`config.mk`:
```
export PLATFORM = sky130hd
export DESIGN_NAME = bli_irq_cfg
export DESIGN_NICKNAME = d
export VERILOG_FILES = /design/src/bli_pkg.sv /design/src/bli_irq_cfg.sv
export SDC_FILE = /design/constraint.sdc
export NUM_CORES = 1
export LEC_CHECK = 0
export ABC_AREA = 1
export BUFFER_PORTS_ARGS = -buffer_cell sky130_fd_sc_hd__clkbuf_2
export CAP_MARGIN = 25
export CORE_MARGIN = 1.5
export CORE_UTILIZATION = 50
export CTS_BUF_LIST = sky130_fd_sc_hd__clkbuf_16
export CTS_CLUSTER_DIAMETER = 80
export CTS_CLUSTER_SIZE = 14
export DETAILED_ROUTE_END_ITERATION = 10
export PLACE_DENSITY = 0.78
export SYNTH_ARGS = -nofsm -noshare
export SYNTH_HDL_FRONTEND = slang
export SYNTH_SLANG_ARGS = --single-unit
export TNS_END_PERCENT = 1
```
`constraint.sdc`:
```
create_clock -name sys_clk_i -period 3.2 [get_ports sys_clk_i]
set_clock_uncertainty 0.15 [all_clocks]
set_input_delay 0.64 -clock sys_clk_i [delete_from_list [all_inputs] [get_ports sys_clk_i]]
set_output_delay 0.64 -clock sys_clk_i [all_outputs]
set_load 0.02 [all_outputs]
```
`src/bli_pkg.sv`:
```
// Package for the backlight interrupt and configuration block.
// Assumes a byte-wide register port decoded by an upstream serial slave.
`default_nettype none
package bli_pkg;
	// Register offsets
	localparam logic [7:0] ADDR_STATUS = 8'h02;
	localparam logic [7:0] ADDR_IRQ_EN = 8'h03;
	localparam logic [7:0] ADDR_CONFIG = 8'h04;
	// Event bit positions, shared by status and enable registers
	localparam int BIT_MAIN_SENSOR   = 0;
	localparam int BIT_SECOND_SENSOR = 1;
	localparam int BIT_OVERVOLTAGE   = 2;
	localparam int BIT_THERMAL       = 3;
	localparam int BIT_SHORT         = 4;
	localparam int BIT_FADE_DONE     = 5;
	localparam int NUM_EVENTS        = 6;
	// Configuration field positions
	localparam int CFG_SOURCE_SEL  = 7;
	localparam int CFG_SECOND_EN   = 6;
	localparam int CFG_LEVEL_HI    = 5;
	localparam int CFG_LEVEL_LO    = 3;
	localparam int CFG_LAW_HI      = 2;
	localparam int CFG_LAW_LO      = 1;
	localparam int CFG_FADE_OVR    = 0;
	// Reset values
	localparam logic [7:0] RST_STATUS = 8'h00;
	localparam logic [7:0] RST_IRQ_EN = 8'h00;
	localparam logic [7:0] RST_CONFIG = 8'h00;
	// Highest valid brightness code (dark); above it the current is zero
	localparam logic [2:0] LEVEL_MAX = 3'h4;
	localparam logic [7:0] EVENT_MASK = 8'h3F;
endpackage
`default_nettype wire

```
`src/bli_irq_cfg.sv`:
```
// Interrupt flags, enables and backlight configuration register.
// Assumes event inputs are one-cycle pulses on sys_clk_i and a same-clock register port.
`default_nettype none

// Overview of operation
// Fade-done enable bit 5 gates interrupt
// Auto fade-out or profile end sets fade-done
// Short enable bit 4 gates short interrupt
// Thermal enable bit 3 gates thermal interrupt
// Overvoltage enable bit 2 gates interrupt
// Second sensor enable bit 1 gates interrupt
// Main sensor enable bit 0 gates interrupt
// Interrupt is OR of enabled set flags
// Write one clears flag; reads harmless
// Config bit 7 selects controlling sensor
// Config bit 6 trades sensor two for sink six
// Level codes above 100 give zero current
module bli_irq_cfg (
	input  wire logic       sys_clk_i,
	input  wire logic       rstn_i,
	input  wire logic       reg_wr_i,
	input  wire logic       reg_rd_i,
	input  wire logic [7:0] reg_addr_i,
	input  wire logic [7:0] reg_wdata_i,
	output logic      [7:0] reg_rdata_o,
	input  wire logic       auto_fade_done_i,
	input  wire logic       profile_done_i,
	input  wire logic       short_fault_i,
	input  wire logic       thermal_trip_i,
	input  wire logic       overvoltage_i,
	input  wire logic       second_sensor_trip_i,
	input  wire logic       main_sensor_trip_i,
	output logic            host_irq_o,
	output logic      [7:0] status_o,
	output logic            sensor_source_select_o,
	output logic            second_sensor_enable_o,
	output logic            sixth_led_sink_enable_o,
	output logic      [2:0] brightness_level_select_o,
	output logic            backlight_off_o,
	output logic      [1:0] dimming_transfer_law_o,
	output logic            fade_override_o
);
	import bli_pkg::*;

	logic [7:0] status_q;
	logic [7:0] status_d;
	logic [7:0] irq_en_q;
	logic [7:0] config_q;
	logic [7:0] events;
	logic       irq_d;

	// Gather event sources into flag positions
	always_comb begin
		events = 8'h00;
		events[BIT_FADE_DONE]     = auto_fade_done_i | profile_done_i;
		events[BIT_SHORT]         = short_fault_i;
		events[BIT_THERMAL]       = thermal_trip_i;
		events[BIT_OVERVOLTAGE]   = overvoltage_i;
		// A disabled second sensor cannot trip
		events[BIT_SECOND_SENSOR] = second_sensor_trip_i & config_q[CFG_SECOND_EN];
		events[BIT_MAIN_SENSOR]   = main_sensor_trip_i;
	end

	// Flags always set regardless of interrupt enables; set beats a same-cycle clear
	always_comb begin
		status_d = status_q;
		if (reg_wr_i && reg_addr_i == ADDR_STATUS) begin
			status_d = status_q & ~reg_wdata_i;
		end
		status_d = (status_d | events) & EVENT_MASK;
	end

	always_ff @(posedge sys_clk_i or negedge rstn_i) begin
		if (!rstn_i) begin
			status_q <= RST_STATUS;
		end else begin
			status_q <= status_d;
		end
	end

	// Enable and configuration registers
	always_ff @(posedge sys_clk_i or negedge rstn_i) begin
		if (!rstn_i) begin
			irq_en_q <= RST_IRQ_EN;
			config_q <= RST_CONFIG;
		end else if (reg_wr_i) begin
			if (reg_addr_i == ADDR_IRQ_EN) begin
				irq_en_q <= reg_wdata_i & EVENT_MASK; // Reserved bits stay zero
			end else if (reg_addr_i == ADDR_CONFIG) begin
				config_q <= reg_wdata_i;
			end
		end
	end

	// Interrupt computed from next flag state so output is registered yet current
	assign irq_d = |(status_d & irq_en_q);

	always_ff @(posedge sys_clk_i or negedge rstn_i) begin
		if (!rstn_i) begin
			host_irq_o <= 1'b0;
		end else begin
			host_irq_o <= irq_d;
		end
	end

	// Read data registered; reading never touches flags
	always_ff @(posedge sys_clk_i or negedge rstn_i) begin
		if (!rstn_i) begin
			reg_rdata_o <= 8'h00;
		end else if (reg_rd_i) begin
			if (reg_addr_i == ADDR_STATUS) begin
				reg_rdata_o <= status_q;
			end else if (reg_addr_i == ADDR_IRQ_EN) begin
				reg_rdata_o <= irq_en_q;
			end else if (reg_addr_i == ADDR_CONFIG) begin
				reg_rdata_o <= config_q;
			end else begin
				reg_rdata_o <= 8'h00;
			end
		end
	end

	// Configuration decode, registered so every output is a flop
	always_ff @(posedge sys_clk_i or negedge rstn_i) begin
		if (!rstn_i) begin
			status_o                  <= RST_STATUS;
			sensor_source_select_o    <= 1'b0;
			second_sensor_enable_o    <= 1'b0;
			sixth_led_sink_enable_o   <= 1'b1;
			brightness_level_select_o <= 3'h0;
			backlight_off_o           <= 1'b0;
			dimming_transfer_law_o    <= 2'h0;
			fade_override_o           <= 1'b0;
		end else begin
			status_o                  <= status_d;
			sensor_source_select_o    <= config_q[CFG_SOURCE_SEL];
			second_sensor_enable_o    <= config_q[CFG_SECOND_EN];
			sixth_led_sink_enable_o   <= ~config_q[CFG_SECOND_EN];
			brightness_level_select_o <= config_q[CFG_LEVEL_HI:CFG_LEVEL_LO];
			backlight_off_o           <= config_q[CFG_LEVEL_HI:CFG_LEVEL_LO] > LEVEL_MAX;
			dimming_transfer_law_o    <= config_q[CFG_LAW_HI:CFG_LAW_LO];
			fade_override_o           <= config_q[CFG_FADE_OVR];
		end
	end

	// Checks on the interrupt output and reserved register bits
	// The enable term is one cycle old: the output flop samples the enable before a write lands
	a_irq_follows_or: assert property (@(posedge sys_clk_i) disable iff (!rstn_i)
		host_irq_o == |(status_o & $past(irq_en_q)))
		else $error("irq not OR of enabled flags");
	a_reserved_zero: assert property (@(posedge sys_clk_i) disable iff (!rstn_i)
		(status_q & ~EVENT_MASK) == 8'h00 && (irq_en_q & ~EVENT_MASK) == 8'h00)
		else $error("reserved bits set");

	// Checks on flag setting and masking
	a_flags_ignore_en: assert property (@(posedge sys_clk_i) disable iff (!rstn_i)
		1'b1 |=> (status_q & $past(events)) == $past(events))
		else $error("event did not set its flag");
	a_fade_sets_flag: assert property (@(posedge sys_clk_i) disable iff (!rstn_i)
		(auto_fade_done_i || profile_done_i) |=> status_q[BIT_FADE_DONE])
		else $error("fade done lost");
	a_fade_irq: assert property (@(posedge sys_clk_i) disable iff (!rstn_i)
		((auto_fade_done_i || profile_done_i) && irq_en_q[BIT_FADE_DONE]) |=> host_irq_o)
		else $error("fade irq missing");
	a_short_irq: assert property (@(posedge sys_clk_i) disable iff (!rstn_i)
		(short_fault_i && irq_en_q[BIT_SHORT]) |=> host_irq_o && status_q[BIT_SHORT])
		else $error("short irq missing");
	a_short_masked: assert property (@(posedge sys_clk_i) disable iff (!rstn_i)
		(short_fault_i && irq_en_q == 8'h00) |=> status_q[BIT_SHORT] && !host_irq_o)
		else $error("short mask wrong");
	a_thermal_irq: assert property (@(posedge sys_clk_i) disable iff (!rstn_i)
		(thermal_trip_i && irq_en_q[BIT_THERMAL]) |=> host_irq_o && status_q[BIT_THERMAL])
		else $error("thermal irq missing");
	a_thermal_masked: assert property (@(posedge sys_clk_i) disable iff (!rstn_i)
		(thermal_trip_i && irq_en_q == 8'h00) |=> status_q[BIT_THERMAL] && !host_irq_o)
		else $error("thermal mask wrong");
	a_ovp_masked: assert property (@(posedge sys_clk_i) disable iff (!rstn_i)
		(overvoltage_i && irq_en_q == 8'h00) |=> status_q[BIT_OVERVOLTAGE] && !host_irq_o)
		else $error("overvoltage mask wrong");
	a_second_irq: assert property (@(posedge sys_clk_i) disable iff (!rstn_i)
		(second_sensor_trip_i && config_q[CFG_SECOND_EN] && irq_en_q[BIT_SECOND_SENSOR]) |=> host_irq_o)
		else $error("second sensor irq missing");
	a_second_refused: assert property (@(posedge sys_clk_i) disable iff (!rstn_i)
		(second_sensor_trip_i && !config_q[CFG_SECOND_EN] && !status_q[BIT_SECOND_SENSOR])
		|=> !status_q[BIT_SECOND_SENSOR]) else $error("disabled second sensor set its flag");
	a_main_irq: assert property (@(posedge sys_clk_i) disable iff (!rstn_i)
		(main_sensor_trip_i && irq_en_q[BIT_MAIN_SENSOR]) |=> host_irq_o && status_q[BIT_MAIN_SENSOR])
		else $error("main sensor irq missing");

	// Checks on flag clearing and register reads
	a_clear_one: assert property (@(posedge sys_clk_i) disable iff (!rstn_i)
		(reg_wr_i && reg_addr_i == ADDR_STATUS && events == 8'h00) |=> (status_q & $past(reg_wdata_i)) == 8'h00)
		else $error("clear failed");
	a_keep_unwritten: assert property (@(posedge sys_clk_i) disable iff (!rstn_i)
		(reg_wr_i && reg_addr_i == ADDR_STATUS)
		|=> ((status_q ^ ($past(status_q) | $past(events))) & ~$past(reg_wdata_i)) == 8'h00) else $error("zero cleared");
	a_set_beats_clear: assert property (@(posedge sys_clk_i) disable iff (!rstn_i)
		(reg_wr_i && reg_addr_i == ADDR_STATUS && (events & reg_wdata_i) != 8'h00)
		|=> (status_q & $past(events)) == $past(events)) else $error("clear beat a new event");
	a_read_keeps: assert property (@(posedge sys_clk_i) disable iff (!rstn_i)
		(!reg_wr_i) |=> status_q == ($past(status_q) | $past(events)))
		else $error("flag changed on read");
	a_status_read: assert property (@(posedge sys_clk_i) disable iff (!rstn_i)
		(reg_rd_i && reg_addr_i == ADDR_STATUS) |=> reg_rdata_o == $past(status_q))
		else $error("status read wrong");
	a_config_read: assert property (@(posedge sys_clk_i) disable iff (!rstn_i)
		(reg_rd_i && reg_addr_i == ADDR_CONFIG) |=> reg_rdata_o == $past(config_q))
		else $error("config read wrong");
	a_unmapped_read: assert property (@(posedge sys_clk_i) disable iff (!rstn_i)
		(reg_rd_i && reg_addr_i != ADDR_STATUS && reg_addr_i != ADDR_IRQ_EN && reg_addr_i != ADDR_CONFIG)
		|=> reg_rdata_o == 8'h00) else $error("unmapped read not zero");

	// Checks on configuration decode, one cycle behind the register
	a_source_sel: assert property (@(posedge sys_clk_i) disable iff (!rstn_i)
		##1 sensor_source_select_o == $past(config_q[CFG_SOURCE_SEL]))
		else $error("source select wrong");
	a_sink_swap: assert property (@(posedge sys_clk_i) disable iff (!rstn_i)
		sixth_led_sink_enable_o != second_sensor_enable_o)
		else $error("sink and sensor both on");
	a_sink_follows: assert property (@(posedge sys_clk_i) disable iff (!rstn_i)
		##1 sixth_led_sink_enable_o == !$past(config_q[CFG_SECOND_EN]))
		else $error("sink enable wrong");
	a_level_field: assert property (@(posedge sys_clk_i) disable iff (!rstn_i)
		##1 brightness_level_select_o == $past(config_q[CFG_LEVEL_HI:CFG_LEVEL_LO]))
		else $error("level field wrong");
	a_level_off: assert property (@(posedge sys_clk_i) disable iff (!rstn_i)
		##1 backlight_off_o == ($past(config_q[CFG_LEVEL_HI:CFG_LEVEL_LO]) >= 3'h5))
		else $error("level off wrong");
endmodule // bli_irq_cfg
`default_nettype wire

```
# Yosys cells after proc, flatten, opt, wreduce, memory -nomap -nowiden
# Index checks and enable logic that the tools add are counted.
dict set report op_classes {
  bitwise_logic 8
  n_eq_ne 3
  magnitude_cmp 1
  muxes 4
  n_reduce_logical 4
}
# op count
set op_table {}
lappend op_table {{8-bit two-way mux} 3}
lappend op_table {{8-bit by 2-bit equality test with 1-bit output, second input constant} 2}
lappend op_table {{6-bit bitwise AND} 2}
lappend op_table {{8-bit by 3-bit equality test with 1-bit output, second input constant} 1}
lappend op_table {{8-bit OR reduction} 1}
lappend op_table {{6-bit two-way mux} 1}
lappend op_table {{6-bit inverter} 1}
lappend op_table {{6-bit OR} 1}
lappend op_table {{3-bit greater-than comparator, second input constant} 1}
lappend op_table {{3-bit AND reduction} 1}
lappend op_table {{1-bit inverter} 2}
lappend op_table {{2-bit AND reduction} 1}
lappend op_table {{1-bit bitwise AND} 1}
lappend op_table {{1-bit logical AND} 1}
lappend op_table {{1-bit OR} 1}
dict set report totals {
  in_bits 27
  register_bits 39
  output_inout_bits 27
}

# Logic depth before layout (Yosys ltp)
# Gate-level depths: netlist (run 1).
dict set report logic_depth {
  word_depth 6
  mapped_depth 11
  depth_no_buf 11
}

# Worst setup path before layout (run 1)
# OpenSTA, ideal clock, no wires.
dict set report synth_timing {
  kind {input to register}
  start {input reg_addr_i[7]}
  end {register irq_en_q[1]}
  slack_ns 1.428
  t_arrival_ns 1.505
  setup_time_ns 0.117
  stages 7
  required_time_ns 2.933
  path_cell_list {nor2_2 > nand2_4 > nor4_4 > nand2_2 > buf_6 > nand2_2 > o21ai_2}
}
dict set report synth_between {
  elab_chain_cells 2
}
# item line_no
set synth_rtl {}
lappend synth_rtl {{from (decl)} bli_irq_cfg.sv:23} ;# input wire logic [7:0] reg_addr_i,
lappend synth_rtl {{8-bit by 2-bit equality test with 1-bit output} bli_irq_cfg.sv:87} ;# if (reg_addr_i == ADDR_IRQ_EN) begin
lappend synth_rtl {{2-bit AND reduction (no line)} -}
lappend synth_rtl {{to (signal assigned)} bli_irq_cfg.sv:88} ;# irq_en_q <= reg_wdata_i & EVENT_MASK;
lappend synth_rtl {{to (decl)} bli_irq_cfg.sv:47} ;# logic [7:0] irq_en_q;
# Every way passes these cells.
# A chain may end at the register's enable or synchronous reset.

# Worst setup path in the final report (run 1)
dict set report layout_timing {
  start {input reg_addr_i[2]}
  end {register irq_en_q[0]}
}
# The elaborated chain is that of the path after synthesis.

==> metrics.txt, run 1 <==
outcome=finished, final reports clean; max-cap check violation count=0; post-CTS setup buffers=0; area leader, netlist=dfrtp_1; critical-path cell list=clkbuf_2, inv_1, nand2_2, nor4_4, nand2_2, nand2_1, o21ai_2; Initial Util=52.08%; Post-DP HPWL=2512 um; main area contributors after synthesis=dfrtp_1 55%, nand2_1 13%, inv_1 3.9%, nand3_1 3.7%, o21ai_2 3.0%; Core Box Area=0.003337 mm2; fin crit period=1793 ps; Initial DRT Pass Iterations=4; sequential share of the synthesized area=56.23%; CP startpoint kind=primary input; DR iter-0 viols=52; Arr. time, crit path=1810 ps; Final setup viols=0; vias=1380; Die W=61.96 um; Yosys cell types=28; largest net degree at the start of global routing=40; drt drc=0; max incr delay on CP=390 ps; Clock Pin Slew Worst Setup and Hold Paths=60 ps; CP endpoint kind=flip-flop; std cell rows=21; Worst Hold Path Cells=0; cell total after placement=282; Post-synth ARST share=100.0%; clock sink count=39; Pwr Density=546.7 mW/mm2; crit path max fanout=12; top_reg_cell synth=dfrtp_1; post-synthesis register bit count=39; Cell Int Power=917.8 uW; Gates resized, CTS repair=0; RSZ-0062 raised after global routing=no; switching power=275.8 uW; hold_ws=258.8 ps; Worst Setup Path Type=primary input to flip-flop; reg-to-reg slack, setup=1930 ps; GPL Wtd Cong=0.8643; total gr overflow=0; Syn Area/Cell=9.147 um2; Final #Nets=270; Tightest Pin Transition=952.3 ps; number of synthesized flops with an enable pin=0; Crit path top cell by count=nand2_2; Synth-to-Final Area Change=25.63%; Max Root-Sink Buffers=2; Die Y=61.96 um; Comb power frac=8.8%; die area=0.003838 mm2; static leakage=1.198 nW; Buffers on Ports=51; FMAX=557.7 MHz; worst hold path class=flip-flop to flip-flop; Seq pwr share=44.4%; CP bufs+invs=2; I/O pin cnt=54; worst r2r dst=host_irq_o$_DFF_PN0_; Final Max Tran Viols=0; Top delay family on crit path=simple AND/OR/NAND/NOR gates; H-Tree Depth=2; Vias/cell=4.759; Syn Inst Count=190; synthesized cell area=0.001738 mm2; Final Hold Vio Count=0; n_diodes=0; Worst EP required=3210 ps; Total Power=1.194 mW; TritonCTS clock tree=built; clock share of power=46.8%; layout cells sized above 1=35.25%; R2R depth=8; RR Startpoint=status_o[0]$_DFF_PN0_; Synth Warn #=0; Peak VDD IR=0.0002957 V; DR WL/cell=12.22 um; CTS Hold Bufs=0; overall routing resource usage=21.09%; clk_lat worst skew=280 ps; initial antenna violation count=0; Num CTS Buffers=5; Synth top area share=54.72%; Slew headroom=36.51%; filler instances=283; root buf cell=clkbuf_16; Routed Antenna Nets=0; total wire length=3544 um; vias in the first global route=1267; Finished Layout Cells=290; hold path start=config_q[0]$_DFFE_PN0P_; setup TNS=0 ps; period utilisation layout=56.04%; first-pass GRT wire length=5685 um; hold endpoint=fade_override_o$_DFF_PN0_; Crit-path slowest cell=nor4_4; Net Sw Frac=23.11%
-- cell families (layout without fill, tap and decap cells) --
logic type	Yosys count	after routing	share of synthesized area, %
muxes	2	2	1.296
and+or+nand+nor	102	102	27.65
buffers and inverters	27	80	6.839
AOI/OAI and AO/OA	19	19	7.775
other	1	2	0.2158
DFF	39	39	56.23
-- cell usage in the layout, fill, tap and decap left out, types with 5 or more instances in the layout --
cell type and count:
nand2_1 62, clkbuf_2 51, dfrtp_1 38, inv_1 18, nand3_1 13, nor2_1 9
nand2_2 8, o21ai_0 6, o21ai_2 6, clkbuf_16 5
-- cells in the mapped netlist (2+ instances only) --
library cell and number:
nor2_1 9, o21ai_2 6, mux2_2 2, nand2_1 62, o21ai_0 6, dfrtp_1 38
nor2_4 2, a21boi_0 2, inv_2 2, inv_1 18, nand2_2 8, nor2_2 2
nand3_1 13, buf_4 2, buf_2 2, o211ai_1 3, nand3_2 2
-- sequential cells by signal, summed over array words and instances (netlist names) --
name and cells:
config_q 8, reg_rdata_o 8, irq_en_q 6, status_o 6
brightness_level_select_o 3, dimming_transfer_law_o 2, backlight_off_o 1, fade_override_o 1
host_irq_o 1, second_sensor_enable_o 1, sensor_source_select_o 1, sixth_led_sink_enable_o 1
-- per-stage QoR --
stage	instance area, um2	utilization, %	setup WS, ps
final	2183	65.43	1407
after floorplan	1742	-	1428
after CTS	2183	65.43	1403
after global placement	2014	60.37	1150
after global routing	2183	65.43	1231
after detailed placement	2014	60.37	1116
-- power groups by stage --
| stage | registers (mW) | logic (mW) | clock network (mW) |
|---|---|---|---|
| global placement | 0.538 | 0.104 | 0 |
| global route | 0.533 | 0.116 | 0.587 |
| floorplan | 0.553 | 0.0427 | 0 |
| finish | 0.530 | 0.105 | 0.559 |
| detailed placement | 0.538 | 0.105 | 0 |
| CTS | 0.530 | 0.106 | 0.562 |
-- metal layers --
layer / up-vias / wire length [um] / track usage (%)
li1: 699 / - / -
met1: 631 / 1599 / 27.48
met2: 41 / 1730 / 32.74
met3: 9 / 135 / 4.762
met4: 0 / 79 / 11.25
met5: - / 0 / 0
-- worst max path at each step --
stage / start / end / cells after the start
2_1_floorplan: reg_addr_i[7] / irq_en_q[1]$_DFFE_PN0P_ / 7
3_3_place_gp: reg_addr_i[7] / irq_en_q[5]$_DFFE_PN0P_ / 7
3_5_place_dp: reg_addr_i[2] / irq_en_q[0]$_DFFE_PN0P_ / 7
4_1_cts: reg_addr_i[2] / irq_en_q[0]$_DFFE_PN0P_ / 7
5_1_grt: reg_addr_i[3] / irq_en_q[5]$_DFFE_PN0P_ / 7
6_report: reg_addr_i[2] / irq_en_q[0]$_DFFE_PN0P_ / 7
-- layout make-up --
type / count / area, um2 / area share [%]
repair buffers: 51 / 255.2 / 11.69
flip-flops and latches: 39 / 977.2 / 44.76
clock buffers: 5 / 125.1 / 5.731
multi-input cells: 125 / 645.6 / 29.57
inverters: 21 / 78.83 / 3.610
well taps: 46 / 57.56 / 2.636
clock inverters: 3 / 43.79 / 2.006
No activity file was read; power rests on OpenSTA's default activity.
==> run 2: changes to the inputs <==
clock period = 1.7 ns   (was 3.2 ns; I/O delays follow)
==> metrics.txt, run 2 (synthesis gave the netlist of run 1 again) <==
outcome=finished, final reports clean; overall routing resource usage=20.03%; Die Y=61.96 um; filler instances=276; Arr. time, crit path=940 ps; area taken by flip-flops and latches=977.2 um2; crit path max fanout=1; Vias/cell=4.647; GPL Wtd Cong=0.7830; CP startpoint kind=flip-flop; std cell rows=21; max incr delay on CP=510 ps; max-cap check violation count=0; total gr overflow=0; DR WL/cell=11.58 um; footprint of the multi-input gates=645.6 um2; Final Hold Vio Count=0; Core Box Area=0.003337 mm2; CP bufs+invs=1; root buf cell=clkbuf_16; Area after DPL=0.002044 mm2; Post-DP HPWL=2558 um; Regs by FF count=config_q (8), reg_rdata_o (8); fin area=0.002243 mm2; first-pass GRT wire length=5506 um; die area=0.003838 mm2; CP endpoint kind=primary output; Critical path origin=sixth_led_sink_enable_o$_DFF_PN1_; Clock Pin Slew Worst Setup and Hold Paths=50 ps; clk_lat worst skew=280 ps; Crit-path slowest cell=dfstp_2; Routed Antenna Nets=0; Worst EP required=1210 ps; commonest non-fill, non-tap cell in the layout=nand2_1; static leakage=1.234 nW; H-Tree Depth=2; clock sink count=39; drt drc=0; Buffers on Ports=51; worst hold path class=primary input to flip-flop; Util after Layout=67.23%; vias=1371; Pwr Density=1059 mW/mm2; Worst Setup Path Type=flip-flop to primary output; DR iter-0 viols=80; Top delay family on crit path=flip-flops; layout cells sized above 1=35.74%; critical-path cell list=clkbuf_2; Total Power=2.376 mW; initial antenna violation count=0; Initial Util=52.08%; RR Startpoint=status_o[0]$_DFF_PN0_; largest net degree at the start of global routing=23; Final #Nets=275; Die W=61.96 um; hold_ws=112.3 ps; Final Max Tran Viols=0; n_diodes=0; FMAX=697.9 MHz; Num CTS Buffers=5; vias in the first global route=1212; Initial DRT Pass Iterations=4; TritonCTS clock tree=built; I/O pin cnt=54; RSZ-0062 raised after global routing=no; hold path start=auto_fade_done_i; period utilisation layout=84.29%; commonest cells after routing, fill and taps aside=62 x nand2_1, 51 x clkbuf_2, 38 x dfrtp_1; Final setup viols=0; Synth-to-Final Area Change=29.09%; Max Root-Sink Buffers=2; fin crit period=1433 ps; setup TNS=0 ps; total wire length=3416 um; Peak VDD IR=0.0004967 V
## run 2: cell count changes in the layout (fill, tap and decap cells not counted), sizes merged
cell / delta
dlygate4sd3: +1
clkinv: -2
buf: +4
bufinv: +1
inv: +1
## run 2: what timing repair did
action                    CTS  global route
buffers inserted            0             0
hold buffers                1             0
gates resized for setup     0             0
hold endpoints to repair   19             0
## run 2: path summary, 6_finish.rpt
kind	end	slack (ps)	cells past startpoint
setup / recovery	sixth_led_sink_enable_o	270	1
hold / removal	status_o[5]$_DFF_PN0_	110	3
setup reg to reg	host_irq_o$_DFF_PN0_	460	8
hold reg to reg	fade_override_o$_DFF_PN0_	260	0
max in group asynchronous	irq_en_q[4]$_DFFE_PN0P_	450	3
min in group asynchronous	brightness_level_select_o[2]$_DFF_PN0_	400	2
## run 2: layout make-up
type,count,area share [%]
sequential,39,43.56
multi-input combinational,125,28.78
timing repair buffer,56,13.16
clock buffer,5,5.577
inverter,21,3.514
clock inverter,3,2.844
tap,46,2.566
## run 2: metal layers
layer  vias up  share of wire [%]  global-route usage, %
li1        709                  -                      -
met4         0                2.2                  9.119
met1       618                 46                  27.08
met5         -                  0                      0
met3         8                4.0                  3.727
met2        36                 48                  31.25
## run 2: stage by stage
| stage | std cells | setup slack, ps |
|---|---|---|
| 2_1_floorplan | 191 | 227.8 |
| 3_3_place_gp | 286 | 81.25 |
| 3_5_place_dp | 286 | 38.19 |
| 4_1_cts | 295 | 263.8 |
| 5_1_grt | 295 | 214.6 |
| 6_report | 295 | 267.1 |
## run 2: worst reg2reg max path, stage by stage (launching register included)
cell and delay [ps]:
dfrtp_1 380, inv_1 90, nor2_1 50, nand3_1 90, nand3_2 100, nand2_1 70
nand2_1 60, nor2_1 80, nand2_1 60
## run 2: where the power goes
group,switching [mW],internal [mW]
logic,0.133,0.0711
registers,0.0277,0.971
clock network,0.340,0.834
total,0.500,1.88
